**config.mk**
```make
export PLATFORM = sky130hd
export DESIGN_NAME = ccthr_regs
export DESIGN_NICKNAME = d
export VERILOG_FILES = /design/src/design/ccthr_pkg.sv /design/src/design/ccthr_decode.sv /design/src/design/ccthr_regs.sv
export SDC_FILE = /design/constraint.sdc
export NUM_CORES = 1
export LEC_CHECK = 0
export ABC_AREA = 1
export BUFFER_PORTS_ARGS = -buffer_cell sky130_fd_sc_hd__buf_2
export CAP_MARGIN = 10
export CORE_ASPECT_RATIO = 0.6
export CORE_MARGIN = 2
export CORE_UTILIZATION = 35
export CTS_CLUSTER_SIZE = 12
export DETAILED_ROUTE_END_ITERATION = 8
export GPL_ROUTABILITY_DRIVEN = 0
export GPL_TIMING_DRIVEN = 0
export PLACE_DENSITY = 0.66
export SYNTH_ARGS = -nofsm -noshare
export SYNTH_HDL_FRONTEND = slang
export SYNTH_HIERARCHICAL = 1
export SYNTH_SLANG_ARGS = --single-unit
```
**constraint.sdc**
```tcl
create_clock -name ref_clk -period 5.5 [get_ports ref_clk]
set_input_delay 0.275 -clock ref_clk [delete_from_list [all_inputs] [get_ports ref_clk]]
set_output_delay 0.275 -clock ref_clk [all_outputs]
set_load 0.01 [all_outputs]
```
**src/design/ccthr_pkg.sv**
```systemverilog
// package: register map, field layout, reset values and decode types for the charge threshold registers
package ccthr_pkg;
    // ****************************************
    // register map
    // ****************************************
    localparam logic [7:0] CCTHR_ADDR_CURRENT = 8'h04;
    localparam logic [7:0] CCTHR_ADDR_VTHRESH = 8'h05;

    // ****************************************
    // field positions
    // ****************************************
    localparam int CCTHR_FAST_LSB  = 2;
    localparam int CCTHR_FAST_MSB  = 6;
    localparam int CCTHR_TRK_LSB   = 0;
    localparam int CCTHR_TRK_MSB   = 1;
    localparam int CCTHR_RDIS_BIT  = 7;
    localparam int CCTHR_RCH_LSB   = 5;
    localparam int CCTHR_RCH_MSB   = 6;
    localparam int CCTHR_DEAD_LSB  = 3;
    localparam int CCTHR_DEAD_MSB  = 4;
    localparam int CCTHR_WEAK_LSB  = 0;
    localparam int CCTHR_WEAK_MSB  = 2;

    // ****************************************
    // reset values
    // ****************************************
    localparam logic [4:0] CCTHR_FAST_RST = 5'h0e;
    localparam logic [1:0] CCTHR_TRK_RST  = 2'h2;
    localparam logic       CCTHR_RDIS_RST = 1'b0;
    localparam logic [1:0] CCTHR_RCH_RST  = 2'h3;
    localparam logic [1:0] CCTHR_DEAD_RST = 2'h1;
    localparam logic [2:0] CCTHR_WEAK_RST = 3'h3;

    // ****************************************
    // fast current decode
    // ****************************************
    localparam logic [4:0]  CCTHR_FAST_LIN_MAX = 5'h15;
    localparam logic [4:0]  CCTHR_FAST_1200    = 5'h16;
    localparam logic [10:0] CCTHR_MA_STEP      = 11'h032;
    localparam logic [10:0] CCTHR_MA_1200      = 11'h4b0;
    localparam logic [10:0] CCTHR_MA_1300      = 11'h514;

    // decoded settings handed to the charger control loops
    typedef struct packed {
        logic [10:0] fast_ma;
        logic [6:0]  trickle_ma;
        logic        recharge_enable;
        logic [8:0]  recharge_mv;
        logic [4:0]  dead_dv;
        logic [5:0]  weak_cv;
    } ccthr_settings_s;

    // register write/read request
    typedef struct packed {
        logic       wr;
        logic       rd;
        logic [7:0] addr;
        logic [7:0] wdata;
    } ccthr_req_s;
endpackage : ccthr_pkg

```
**src/design/ccthr_decode.sv**
```systemverilog
// decoder: raw register fields to physical charger settings
`timescale 1ns/1ps
module ccthr_decode (
    input  wire logic [4:0]                fast_charge_current_code,
    input  wire logic [1:0]                trickle_weak_current_code,
    input  wire logic                      recharge_disable,
    input  wire logic [1:0]                recharge_threshold_code,
    input  wire logic [1:0]                dead_battery_threshold_code,
    input  wire logic [2:0]                weak_battery_threshold_code,
    output ccthr_pkg::ccthr_settings_s     settings
);
    always_comb begin
        if (fast_charge_current_code <= ccthr_pkg::CCTHR_FAST_LIN_MAX) begin
            settings.fast_ma = 11'((11'(fast_charge_current_code) + 11'h001) * ccthr_pkg::CCTHR_MA_STEP);
        end else if (fast_charge_current_code == ccthr_pkg::CCTHR_FAST_1200) begin
            settings.fast_ma = ccthr_pkg::CCTHR_MA_1200;
        end else begin
            settings.fast_ma = ccthr_pkg::CCTHR_MA_1300;
        end
        unique case (trickle_weak_current_code)
            2'h0: settings.trickle_ma = 7'h05;
            2'h1: settings.trickle_ma = 7'h0a;
            2'h2: settings.trickle_ma = 7'h14;
            2'h3: settings.trickle_ma = 7'h50;
        endcase
        settings.recharge_enable = ~recharge_disable;
        unique case (recharge_threshold_code)
            2'h0: settings.recharge_mv = 9'h050;
            2'h1: settings.recharge_mv = 9'h08c;
            2'h2: settings.recharge_mv = 9'h0c8;
            2'h3: settings.recharge_mv = 9'h104;
        endcase
        // dead battery table, tenths of a volt
        unique case (dead_battery_threshold_code)
            2'h0: settings.dead_dv = 5'h14;
            2'h1: settings.dead_dv = 5'h19;
            2'h2: settings.dead_dv = 5'h1a;
            2'h3: settings.dead_dv = 5'h1d;
        endcase
        // weak threshold, 2.7 v plus 0.1 v steps
        settings.weak_cv = 6'(6'h1b + 6'(weak_battery_threshold_code));
    end
endmodule : ccthr_decode

```
**src/design/ccthr_regs.sv**
```systemverilog
// top: charge current and voltage threshold register pair with decoded outputs
`timescale 1ns/1ps
// Overview of operation
// - fast charge current code sits in bits 6:2 of 0x04, codes 0 to 0x15 give 50 to 1100 ma in 50 ma steps.
// - fast code 0x16 decodes to 1200 ma and codes 0x17 to 0x1f decode to 1300 ma.
// - fast charge current code resets to 0x0e, which is 750 ma.
// - trickle/weak current code sits in bits 1:0 of 0x04 as 5/10/20/80 ma and resets to 2.
// - bit 7 of 0x05 disables automatic recharge when set and resets to 0.
// - recharge threshold code sits in bits 6:5 of 0x05 as 80/140/200/260 mv and resets to 3.
// - a set recharge disable suppresses recharge whatever the threshold code.
// - dead battery threshold code sits in bits 4:3 of 0x05 as 2.0/2.5/2.6/2.9 v and resets to 1.
// - weak threshold code sits in bits 2:0 of 0x05 as 2.7 to 3.4 v and resets to 3.
module ccthr_regs (
    input  wire logic                  ref_clk,
    input  wire logic                  arst_n,
    input  ccthr_pkg::ccthr_req_s      req,
    output logic [7:0]                 rdata,
    output logic                       rvalid,
    output logic [4:0]                 fast_charge_current_code,
    output logic [1:0]                 trickle_weak_current_code,
    output logic                       recharge_disable,
    output logic [1:0]                 recharge_threshold_code,
    output logic [1:0]                 dead_battery_threshold_code,
    output logic [2:0]                 weak_battery_threshold_code,
    output ccthr_pkg::ccthr_settings_s settings
);
    // ****************************************
    // reset release
    // ****************************************
    logic rst_meta_r;
    logic rst_n_r;

    // release synchronised so all flops leave reset on one edge
    always_ff @(posedge ref_clk or negedge arst_n) begin
        if (!arst_n) begin
            rst_meta_r <= 1'b0;
            rst_n_r    <= 1'b0;
        end else begin
            rst_meta_r <= 1'b1;
            rst_n_r    <= rst_meta_r;
        end
    end

    // ****************************************
    // register state
    // ****************************************
    logic [7:0] cur_r;
    logic [7:0] cur_nxt;
    logic [7:0] thr_r;
    logic [7:0] thr_nxt;
    logic [7:0] rdata_r;
    logic [7:0] rdata_nxt;
    logic       rvalid_r;
    logic       rvalid_nxt;

    always_comb begin
        cur_nxt    = cur_r;
        thr_nxt    = thr_r;
        rdata_nxt  = rdata_r;
        rvalid_nxt = req.rd;
        if (req.wr && req.addr == ccthr_pkg::CCTHR_ADDR_CURRENT) begin
            cur_nxt = req.wdata;
            cur_nxt[7] = 1'b0;
        end
        if (req.wr && req.addr == ccthr_pkg::CCTHR_ADDR_VTHRESH) begin
            thr_nxt = req.wdata;
        end
        // readback of stored fields, unmapped reads zero
        if (req.rd) begin
            unique case (req.addr)
                ccthr_pkg::CCTHR_ADDR_CURRENT: rdata_nxt = cur_r;
                ccthr_pkg::CCTHR_ADDR_VTHRESH: rdata_nxt = thr_r;
                default:                       rdata_nxt = 8'h00;
            endcase
        end
    end

    always_ff @(posedge ref_clk or negedge rst_n_r) begin
        if (!rst_n_r) begin
            cur_r    <= {1'b0, ccthr_pkg::CCTHR_FAST_RST, ccthr_pkg::CCTHR_TRK_RST};
            thr_r    <= {ccthr_pkg::CCTHR_RDIS_RST, ccthr_pkg::CCTHR_RCH_RST,
                         ccthr_pkg::CCTHR_DEAD_RST, ccthr_pkg::CCTHR_WEAK_RST};
            rdata_r  <= 8'h00;
            rvalid_r <= 1'b0;
        end else begin
            cur_r    <= cur_nxt;
            thr_r    <= thr_nxt;
            rdata_r  <= rdata_nxt;
            rvalid_r <= rvalid_nxt;
        end
    end

    // ****************************************
    // field outputs
    // ****************************************
    assign rdata                       = rdata_r;
    assign rvalid                      = rvalid_r;
    assign fast_charge_current_code    = cur_r[ccthr_pkg::CCTHR_FAST_MSB:ccthr_pkg::CCTHR_FAST_LSB];
    assign trickle_weak_current_code   = cur_r[ccthr_pkg::CCTHR_TRK_MSB:ccthr_pkg::CCTHR_TRK_LSB];
    assign recharge_disable            = thr_r[ccthr_pkg::CCTHR_RDIS_BIT];
    assign recharge_threshold_code     = thr_r[ccthr_pkg::CCTHR_RCH_MSB:ccthr_pkg::CCTHR_RCH_LSB];
    assign dead_battery_threshold_code = thr_r[ccthr_pkg::CCTHR_DEAD_MSB:ccthr_pkg::CCTHR_DEAD_LSB];
    assign weak_battery_threshold_code = thr_r[ccthr_pkg::CCTHR_WEAK_MSB:ccthr_pkg::CCTHR_WEAK_LSB];

    // decode is combinational off the registers, so no extra latency
    ccthr_decode u_decode (
        .fast_charge_current_code    (fast_charge_current_code),
        .trickle_weak_current_code   (trickle_weak_current_code),
        .recharge_disable            (recharge_disable),
        .recharge_threshold_code     (recharge_threshold_code),
        .dead_battery_threshold_code (dead_battery_threshold_code),
        .weak_battery_threshold_code (weak_battery_threshold_code),
        .settings                    (settings)
    );
endmodule : ccthr_regs

```
==> flow_summary.html, run 1 <==
<table>
<tr><th>Metric</th><th>Value</th></tr>
<tr><th colspan="2">Placed design</th></tr>
<tr><td>Final HPWL from detailed placement</td><td>4440 um</td></tr>
<tr><td>Area of placed instances</td><td>2830 um^2</td></tr>
<tr><td>Port buffer count</td><td>76</td></tr>
<tr><td>Cell count after placement</td><td>469</td></tr>
<tr><th colspan="2">Synth</th></tr>
<tr><td>Flip-flop cell with the highest count after synthesis</td><td>sky130_fd_sc_hd__dfrtp_1</td></tr>
<tr><td>Async SR Flop Fraction</td><td>100%</td></tr>
<tr><td>Unique masters post-synth</td><td>33</td></tr>
<tr><td>Number of enable-type register cells in the synthesized netlist</td><td>0</td></tr>
<tr><td>Synthesized instance count</td><td>305</td></tr>
<tr><td>Leading cell types by count after synthesis</td><td>sky130_fd_sc_hd__nand2_1 (94), sky130_fd_sc_hd__inv_1 (41), sky130_fd_sc_hd__ha_1 (30)</td></tr>
<tr><td>Ys Warns</td><td>6</td></tr>
<tr><td>Register area share after synthesis</td><td>28.5%</td></tr>
<tr><td>Most area-hungry cell type in the Yosys netlist</td><td>sky130_fd_sc_hd__dfrtp_1</td></tr>
<tr><td>Area of the mapped netlist</td><td>2330 um^2</td></tr>
<tr><td>Share of the synthesized area in the top cell type</td><td>18.3%</td></tr>
<tr><td>Most frequently used cell type in the post-synthesis netlist</td><td>sky130_fd_sc_hd__nand2_1</td></tr>
<tr><td>Average cell area after synthesis</td><td>7.63 um^2</td></tr>
<tr><td>Total of flip-flops plus latches after synthesis</td><td>26</td></tr>
<tr><td>Largest cells by area after synthesis</td><td>sky130_fd_sc_hd__dfrtp_1 (18%), sky130_fd_sc_hd__ha_1 (16%), sky130_fd_sc_hd__nand2_1 (15%)</td></tr>
<tr><th colspan="2">Timing</th></tr>
<tr><td>Setup skew after layout</td><td>0.00184 ns</td></tr>
<tr><td>Minimum hold slack</td><td>0.110 ns</td></tr>
<tr><td>Fraction of the cycle the final worst path needs</td><td>68.2%</td></tr>
<tr><td>Hold Vio Cnt, Final</td><td>0</td></tr>
<tr><td>Final Setup Violations</td><td>0</td></tr>
<tr><td>Number of pins exceeding their max-slew limit in the final report</td><td>0</td></tr>
<tr><td>Minimum period implied by the final worst setup slack</td><td>3.75 ns</td></tr>
<tr><td>Unrepaired setup endpoints after global routing</td><td>false</td></tr>
<tr><td>Slew of the pin with the lowest slew margin</td><td>0.967 ns</td></tr>
<tr><td>Highest attainable clock frequency</td><td>0.267 GHz</td></tr>
<tr><td>Post-Route Setup TNS</td><td>0 ns</td></tr>
<tr><td>Remaining max-slew budget at the tightest pin</td><td>35.5%</td></tr>
<tr><th colspan="2">Final layout</th></tr>
<tr><td>Number of antenna repair diodes</td><td>0</td></tr>
<tr><td>Share of post-route cells with drive strength above 1</td><td>34.1%</td></tr>
<tr><td>Fill count</td><td>648</td></tr>
<tr><td>Core Util, Final</td><td>46.3%</td></tr>
<tr><td>Filler-free cell count of the finished design</td><td>474</td></tr>
<tr><td>Nets</td><td>442</td></tr>
<tr><td>Area taken by multi-input logic gates</td><td>1390 um^2</td></tr>
<tr><td>Design Area, Final</td><td>2910 um^2</td></tr>
<tr><td>Storage cell area</td><td>662 um^2</td></tr>
<tr><td>Area growth from synthesis to layout</td><td>25.0%</td></tr>
<tr><th colspan="2">Floorplanning</th></tr>
<tr><td>Placeable core area</td><td>6280 um^2</td></tr>
<tr><td>Count of standard-cell rows</td><td>22</td></tr>
<tr><td>Vertical die dimension</td><td>67.1 um</td></tr>
<tr><td>Starting density of the core</td><td>37.1%</td></tr>
<tr><td>Die outline area</td><td>7340 um^2</td></tr>
<tr><td>I/O pin count</td><td>83</td></tr>
<tr><td>Die span in x</td><td>109 um</td></tr>
<tr><th colspan="2">Worst hold path</th></tr>
<tr><td>Class of the tightest hold or removal check</td><td>in -&gt; reg</td></tr>
<tr><th colspan="2">Global route</th></tr>
<tr><td>Most congested layer reported by global routing</td><td>met2</td></tr>
<tr><td>GR Util All Layers</td><td>15.9%</td></tr>
<tr><td>Global-route wire length before repair</td><td>9030 um</td></tr>
<tr><td>GR Layer Usage met1</td><td>22.6%</td></tr>
<tr><td>Global Route met2 Usage</td><td>26.0%</td></tr>
<tr><td>Number of global-route vias before repair</td><td>1946</td></tr>
<tr><td>Remaining global-route overflow</td><td>0</td></tr>
<tr><td>Met3 Resource Use GR</td><td>3.47%</td></tr>
<tr><td>Initial antenna violation count</td><td>0</td></tr>
<tr><td>Pin count of the biggest net entering global routing</td><td>25</td></tr>
<tr><th colspan="2">Critical path</th></tr>
<tr><td>Arr. time, crit path</td><td>3.48 ns</td></tr>
<tr><td>Launching element type of the critical path</td><td>register</td></tr>
<tr><td>Required time reported for the critical path endpoint</td><td>5.22 ns</td></tr>
<tr><td>Crit end category</td><td>output port</td></tr>
<tr><td>Largest driver fanout on the critical path</td><td>7</td></tr>
<tr><td>Worst Setup Path Type</td><td>reg -&gt; out</td></tr>
<tr><th colspan="2">Drt</th></tr>
<tr><td>DRC violation count after routing</td><td>0</td></tr>
<tr><td>Via-per-instance ratio</td><td>4.50</td></tr>
<tr><td>Total Routed Length</td><td>5360 um</td></tr>
<tr><td>Detailed-route wire length per cell</td><td>11.3 um</td></tr>
<tr><td>Number of nets still failing antenna checks after routing</td><td>0</td></tr>
<tr><td>Number of iterations in the first detailed-routing pass</td><td>4</td></tr>
<tr><td>Drt first-iter violations</td><td>113</td></tr>
<tr><td>Overall via count from detail_route</td><td>2135</td></tr>
<tr><th colspan="2">CTS</th></tr>
<tr><td>Number of buffers inserted during clock tree synthesis</td><td>3</td></tr>
<tr><td>Clock tree from TritonCTS</td><td>yes</td></tr>
<tr><td>Buffer depth of the longest clock path</td><td>2</td></tr>
<tr><td>Root buf cell</td><td>sky130_fd_sc_hd__clkbuf_8</td></tr>
<tr><td>Count of instances resized after the clock tree is built</td><td>0</td></tr>
<tr><td>Clock-pin transition on the worst setup and hold timing paths</td><td>0.09 ns</td></tr>
<tr><td>Clock latency reported for the late side of the worst-skew pair</td><td>0.27 ns</td></tr>
<tr><td>Buffers inserted by post-CTS timing repair</td><td>0</td></tr>
<tr><td>Htree depth</td><td>1</td></tr>
<tr><td>Number of sinks handled by clock tree synthesis</td><td>26</td></tr>
<tr><th colspan="2">Power</th></tr>
<tr><td>Flop pwr share</td><td>43.9%</td></tr>
<tr><td>P_int</td><td>346 uW</td></tr>
<tr><td>Static power due to leakage</td><td>0.00186 uW</td></tr>
<tr><td>Power share of the clock group</td><td>32.8%</td></tr>
<tr><td>Largest voltage drop on the vdd net</td><td>116 uV</td></tr>
<tr><td>Comb pwr share</td><td>23.2%</td></tr>
<tr><td>Net switching share of the total power</td><td>29.0%</td></tr>
<tr><td>PD cells</td><td>167 nW/um^2</td></tr>
<tr><td>Net switching component of the power</td><td>141 uW</td></tr>
<tr><th colspan="2">Job</th></tr>
<tr><td>Max capacitance violation total</td><td>0</td></tr>
<tr><th colspan="2">Status</th></tr>
<tr><td>Status</td><td>completed</td></tr>
</table>
[layer usage]
layer	part of all wire, %	routed length (um)	vias up
li1	-	-	1094
met1	50	2710	973
met2	42	2250	63
met3	7.3	389	5
met4	0.32	17	0
met5	0	0	-
[kinds of logic (layout without fill, tap and decap cells)]
kind of cell | Yosys count | in the layout | share of synthesized area (%)
adder cells (fa/ha/maj) | 31 | 31 | 17.0
flip-flops | 26 | 26 | 28.5
XOR/XNOR | 4 | 4 | 1.83
other | 3 | 7 | 0.484
AO/OA/AOI/OAI | 19 | 19 | 4.09
buffers and inverters | 63 | 144 | 12.3
AND/OR/NAND/NOR | 159 | 159 | 35.8
[stage by stage]
step	power [uW]	setup slack, ns
2_1_floorplan	288	2.33
3_3_place_gp	328	2.09
3_5_place_dp	331	2.05
4_1_cts	493	1.72
5_1_grt	519	1.41
6_report	486	1.75
[power by group through the flow]
stage	clock (uW)	combinational, uW	sequential [uW]
after floorplan	0	71.5	217
after global placement	0	111	217
after detailed placement	0	113	218
after CTS	165	114	214
after global routing	174	128	216
final	160	113	214
[sequential cells by signal (all words and copies together) (netlist names)]
signal / flops
rst_n_r: 1
rdata: 8
cur_r: 7
rst_meta_r: 1
rvalid: 1
thr_r: 8
[worst max-delay path: stages (launching register included)]
cell and delay, ns:
sky130_fd_sc_hd__dfstp_2 0.65, sky130_fd_sc_hd__ha_1 0.21, sky130_fd_sc_hd__nand3_1 0.12, sky130_fd_sc_hd__xor2_2 0.26, sky130_fd_sc_hd__inv_1 0.08, sky130_fd_sc_hd__ha_1 0.29, sky130_fd_sc_hd__inv_1 0.04, sky130_fd_sc_hd__ha_1 0.29
sky130_fd_sc_hd__ha_1 0.30, sky130_fd_sc_hd__ha_1 0.33, sky130_fd_sc_hd__a21oi_1 0.23, sky130_fd_sc_hd__nand2_1 0.09, sky130_fd_sc_hd__nor2_1 0.08, sky130_fd_sc_hd__nand2_1 0.05, sky130_fd_sc_hd__nand3_1 0.06, sky130_fd_sc_hd__buf_2 0.12
[timing repair]
item                                    4_1_cts  5_1_grt
endpoints found under the setup margin        0        0
endpoints found under the hold margin         2        0
hold buffers                                  1        0
[layout by cell type, fill, tap and decap left out, types with 2 or more instances in the layout]
master / synthesis / final
sky130_fd_sc_hd__or2_2: 3 / 3
sky130_fd_sc_hd__clkbuf_8: 0 / 3
sky130_fd_sc_hd__buf_2: 1 / 77
sky130_fd_sc_hd__ha_1: 30 / 30
sky130_fd_sc_hd__nand2_4: 6 / 6
sky130_fd_sc_hd__nor2_8: 5 / 5
sky130_fd_sc_hd__inv_2: 7 / 7
sky130_fd_sc_hd__dfstp_2: 9 / 9
sky130_fd_sc_hd__buf_6: 2 / 2
sky130_fd_sc_hd__nand2_8: 2 / 2
sky130_fd_sc_hd__nand3_1: 23 / 23
sky130_fd_sc_hd__nor2_1: 12 / 12
sky130_fd_sc_hd__conb_1: 3 / 7
sky130_fd_sc_hd__dfrtp_1: 17 / 17
sky130_fd_sc_hd__o21ai_1: 16 / 16
sky130_fd_sc_hd__nand3b_1: 3 / 3
sky130_fd_sc_hd__inv_1: 41 / 41
sky130_fd_sc_hd__buf_4: 8 / 8
sky130_fd_sc_hd__nand2_1: 94 / 94
sky130_fd_sc_hd__a21oi_1: 2 / 2
sky130_fd_sc_hd__nor3_1: 2 / 2
sky130_fd_sc_hd__nand2_2: 5 / 5
sky130_fd_sc_hd__xor2_1: 3 / 3
[layout make-up]
type / count / share of cell area, %
Multi-Input combinational cell: 220 / 47.9
Sequential cell: 26 / 22.8
Timing Repair Buffer: 77 / 13.4
Inverter: 50 / 6.58
Tap cell: 84 / 3.61
Buffer: 13 / 3.27
Clock buffer: 3 / 1.42
Clock inverter: 1 / 1.03
[final timing paths]
path                       depth (start not counted)  slack [ns]        from           end
setup / recovery                                  15        1.75    cur_r[3]  settings[38]
hold / removal                                     1        0.11     req[16]        rvalid
setup reg to reg                                   4        4.47    cur_r[3]      rdata[3]
hold reg to reg                                    0        0.36  rst_meta_r       rst_n_r
max in group asynchronous                          0        4.50     rst_n_r      cur_r[0]
min in group asynchronous                          2        0.29      arst_n    rst_meta_r
Note: power is estimated with default switching activity, not from simulation.
==> inputs of run 2 (changes only) <==
Settings changed: ABC_AREA 1 to 0, PLACE_DENSITY 0.66 to 0.69.
Clock period 5.5 ns to 3.2 ns, I/O delays scaled along.
==> flow_summary.html, run 2 <==
<table>
<tr><th>Metric</th><th>Value</th></tr>
<tr><th colspan="2">Status</th></tr>
<tr><td>Status</td><td>completed</td></tr>
<tr><th colspan="2">Synth</th></tr>
<tr><td>Post-synthesis xor/xnor area fraction</td><td>4.20%</td></tr>
<tr><td>Register area share after synthesis</td><td>31.7%</td></tr>
<tr><td>Largest cells by area after synthesis</td><td>sky130_fd_sc_hd__dfrtp_1 (20%), sky130_fd_sc_hd__ha_1 (18%), sky130_fd_sc_hd__mux2_2 (12%)</td></tr>
<tr><td>Simple logic cell fraction of the synthesized area</td><td>14.3%</td></tr>
<tr><td>Post-synthesis share of cell area spent on full adders, half adders and majority gates</td><td>19.0%</td></tr>
<tr><td>Synthesized instance count</td><td>214</td></tr>
<tr><td>Dominant combinational cell family by area after synthesis</td><td>adder cells</td></tr>
<tr><td>Flip-flop cell with the highest count after synthesis</td><td>sky130_fd_sc_hd__dfrtp_1</td></tr>
<tr><td>Area fraction in compound gates after synthesis</td><td>7.98%</td></tr>
<tr><td>Number of enable-type register cells in the synthesized netlist</td><td>0</td></tr>
<tr><td>Most area-hungry cell type in the Yosys netlist</td><td>sky130_fd_sc_hd__dfrtp_1</td></tr>
<tr><td>Leading cell types by count after synthesis</td><td>sky130_fd_sc_hd__inv_1 (35), sky130_fd_sc_hd__ha_1 (30), sky130_fd_sc_hd__mux2_2 (22)</td></tr>
<tr><td>Total of flip-flops plus latches after synthesis</td><td>26</td></tr>
<tr><td>Ys Warns</td><td>6</td></tr>
<tr><td>Unique masters post-synth</td><td>40</td></tr>
<tr><td>Share of the synthesized area in the top cell type</td><td>20.4%</td></tr>
<tr><td>Portion of netlist area occupied by mux cells</td><td>11.9%</td></tr>
<tr><td>Average cell area after synthesis</td><td>9.75 um^2</td></tr>
<tr><td>Most frequently used cell type in the post-synthesis netlist</td><td>sky130_fd_sc_hd__inv_1</td></tr>
<tr><td>Area of the mapped netlist</td><td>2090 um^2</td></tr>
<tr><td>Async SR Flop Fraction</td><td>100%</td></tr>
<tr><th colspan="2">Critical path</th></tr>
<tr><td>Setup slack on the worst flop-to-flop path</td><td>1.89 ns</td></tr>
<tr><td>Largest driver fanout on the critical path</td><td>4</td></tr>
<tr><td>Worst Setup Path Type</td><td>reg -&gt; out</td></tr>
<tr><td>Crit end category</td><td>output port</td></tr>
<tr><td>Required time reported for the critical path endpoint</td><td>3.04 ns</td></tr>
<tr><td>Reg-to-reg endpoint</td><td>rdata[3]</td></tr>
<tr><td>Startpoint of the most critical register-to-register path</td><td>cur_r[3]</td></tr>
<tr><td>Launching element type of the critical path</td><td>register</td></tr>
<tr><td>Arr. time, crit path</td><td>3.02 ns</td></tr>
<tr><td>Crit path largest cell delay</td><td>0.58 ns</td></tr>
<tr><td>Worst path slowest cell</td><td>sky130_fd_sc_hd__dfstp_2</td></tr>
<tr><td>List of cells traversed by the critical path</td><td>buf_6, nand3_4, xor2_4, buf_6, nor2_2, ha_1, ha_4, ha_4, a21o_1, a21oi_2, nand3_1, a21o_1, buf_2</td></tr>
<tr><td>Worst-case reg-to-reg path depth</td><td>6</td></tr>
<tr><th colspan="2">Timing</th></tr>
<tr><td>Hold Vio Cnt, Final</td><td>0</td></tr>
<tr><td>Setup skew after layout</td><td>0.00712 ns</td></tr>
<tr><td>Remaining max-slew budget at the tightest pin</td><td>35.7%</td></tr>
<tr><td>Number of pins exceeding their max-slew limit in the final report</td><td>0</td></tr>
<tr><td>Final Setup Violations</td><td>0</td></tr>
<tr><td>Highest attainable clock frequency</td><td>0.314 GHz</td></tr>
<tr><td>Minimum period implied by the final worst setup slack</td><td>3.18 ns</td></tr>
<tr><td>Fraction of the cycle the final worst path needs</td><td>99.4%</td></tr>
<tr><td>Unrepaired setup endpoints after global routing</td><td>true</td></tr>
<tr><td>Minimum hold slack</td><td>0.107 ns</td></tr>
<tr><td>Slew of the pin with the lowest slew margin</td><td>0.964 ns</td></tr>
<tr><td>Setup ws final</td><td>0.0194 ns</td></tr>
<tr><th colspan="2">CTS</th></tr>
<tr><td>Number of buffers inserted during clock tree synthesis</td><td>3</td></tr>
<tr><td>Buffer depth of the longest clock path</td><td>2</td></tr>
<tr><td>Clock-pin transition on the worst setup and hold timing paths</td><td>0.09 ns</td></tr>
<tr><td>Clock tree from TritonCTS</td><td>yes</td></tr>
<tr><td>Clock latency reported for the late side of the worst-skew pair</td><td>0.27 ns</td></tr>
<tr><td>Root buf cell</td><td>sky130_fd_sc_hd__clkbuf_8</td></tr>
<tr><td>Number of sinks handled by clock tree synthesis</td><td>26</td></tr>
<tr><td>Htree depth</td><td>1</td></tr>
<tr><th colspan="2">Floorplanning</th></tr>
<tr><td>I/O pin count</td><td>83</td></tr>
<tr><td>Count of standard-cell rows</td><td>21</td></tr>
<tr><td>Starting density of the core</td><td>36.8%</td></tr>
<tr><td>Placeable core area</td><td>5680 um^2</td></tr>
<tr><td>Vertical die dimension</td><td>63.8 um</td></tr>
<tr><td>Die outline area</td><td>6610 um^2</td></tr>
<tr><td>Die span in x</td><td>104 um</td></tr>
<tr><th colspan="2">Power</th></tr>
<tr><td>Largest voltage drop on the vdd net</td><td>159 uV</td></tr>
<tr><td>Static power due to leakage</td><td>0.00156 uW</td></tr>
<tr><td>PD cells</td><td>259 nW/um^2</td></tr>
<tr><th colspan="2">Final layout</th></tr>
<tr><td>Number of antenna repair diodes</td><td>0</td></tr>
<tr><td>Area growth from synthesis to layout</td><td>49.3%</td></tr>
<tr><td>Storage cell area</td><td>663 um^2</td></tr>
<tr><td>Share of post-route cells with drive strength above 1</td><td>57.3%</td></tr>
<tr><td>Leading cell types in the layout, fill and taps excluded</td><td>sky130_fd_sc_hd__buf_2 (76), sky130_fd_sc_hd__inv_1 (32), sky130_fd_sc_hd__mux2_2 (22)</td></tr>
<tr><td>Nets</td><td>368</td></tr>
<tr><td>Fill count</td><td>521</td></tr>
<tr><td>Commonest non-fill, non-tap cell in the layout</td><td>sky130_fd_sc_hd__buf_2</td></tr>
<tr><td>Area taken by multi-input logic gates</td><td>1510 um^2</td></tr>
<tr><th colspan="2">Drt</th></tr>
<tr><td>Number of iterations in the first detailed-routing pass</td><td>4</td></tr>
<tr><td>Number of nets still failing antenna checks after routing</td><td>0</td></tr>
<tr><td>Overall via count from detail_route</td><td>1807</td></tr>
<tr><td>DRC violation count after routing</td><td>0</td></tr>
<tr><td>Via-per-instance ratio</td><td>4.56</td></tr>
<tr><td>Detailed-route wire length per cell</td><td>13.0 um</td></tr>
<tr><td>Drt first-iter violations</td><td>61</td></tr>
<tr><td>Total Routed Length</td><td>5140 um</td></tr>
<tr><th colspan="2">Global route</th></tr>
<tr><td>Number of global-route vias before repair</td><td>1712</td></tr>
<tr><td>Global-route wire length before repair</td><td>8340 um</td></tr>
<tr><td>Initial antenna violation count</td><td>0</td></tr>
<tr><td>GR Util All Layers</td><td>15.7%</td></tr>
<tr><td>Remaining global-route overflow</td><td>0</td></tr>
<tr><td>Pin count of the biggest net entering global routing</td><td>25</td></tr>
<tr><th colspan="2">Job</th></tr>
<tr><td>Max capacitance violation total</td><td>0</td></tr>
<tr><th colspan="2">Worst hold path</th></tr>
<tr><td>Hold path depth</td><td>2</td></tr>
<tr><td>Worst min-delay path startpoint</td><td>req[7]</td></tr>
<tr><td>Destination of the worst hold path</td><td>thr_r[7]</td></tr>
<tr><td>Class of the tightest hold or removal check</td><td>in -&gt; reg</td></tr>
<tr><th colspan="2">Placed design</th></tr>
<tr><td>Port buffer count</td><td>75</td></tr>
<tr><td>Final HPWL from detailed placement</td><td>3700 um</td></tr>
<tr><td>Pre-CTS worst setup slack</td><td>-0.171 ns</td></tr>
</table>
[run 2: cell types whose count changed after synthesis, sizes merged, moves of 4 or more]
cell,change
nor2,-6
a21oi,+5
nand3,-18
xnor2,+4
inv,-14
o21ai,-13
mux2,+22
nand2,-97
o22ai,+8
a21o,+4
[run 2: worst max-delay path: cells and delay by family, from the launching register on]
family,cells,cell delay [ns]
xor+xnor,1,0.27
simple gates,3,0.21
fa+ha+maj,3,0.80
buf+inv,3,0.40
compound gates,3,0.48
flops,1,0.58
[run 2: power by group]
part,internal (uW),switching (uW),total [uW]
sequential,344,22.5,367
combinational,128,119,247
clock,89.3,103,193
total,562,245,807
[run 2: area by class of cell]
class,instances,area share (%)
multi-input combinational,143,48.5
buffer,14,2.97
timing repair buffer,94,18.3
sequential,26,21.3
clock buffer,4,1.45
tap,80,3.21
inverter,35,4.30
[run 2: logic make-up after synthesis]
logic type	after synthesis
adder cells (fa/ha/maj)	31
flip-flops	26
multiplexers	22
other	3
AND/OR/NAND/NOR	46
XOR/XNOR	10
AO/OA/AOI/OAI	27
buffers and inverters	49
[run 2: timing repair]
item,in CTS,in global routing
resized for setup,32,21
setup endpoints to repair,4,3
endpoints found under the hold margin,3,0
pin swaps,9,12
hold buffers,2,0
buffers inserted,11,6
cloned,0,0
[run 2: per-layer routing]
metal  global-route usage [%]  vias up  wire [um]
met5                        0        -          0
met4                     2.53        0         21
met3                     3.88        4        351
met2                     24.6       56       2220
met1                     22.6      848       2540
li1                         -      899          -
[run 2: stage by stage]
stage | util [%] | setup TNS, ns | instances | instance area, um^2 | power [uW]
floorplan | - | 0 | 218 | 2100 | 489
global placement | 45.4 | -0.220 | 373 | 2580 | 555
detailed placement | 45.4 | -0.331 | 373 | 2580 | 560
CTS | 52.5 | -0.0110 | 390 | 2980 | 797
global route | 54.9 | -0.238 | 396 | 3110 | 860
finish | 54.9 | 0 | 396 | 3110 | 807
[run 2: worst max path at each step]
stage	startpoint	to	depth (start not counted)
after global placement	cur_r[3]	settings[38]	12
after CTS	cur_r[3]	settings[38]	12
after floorplan	cur_r[2]	settings[37]	12
after detailed placement	cur_r[3]	settings[38]	12
after global routing	cur_r[3]	settings[38]	13
final	cur_r[3]	settings[38]	13
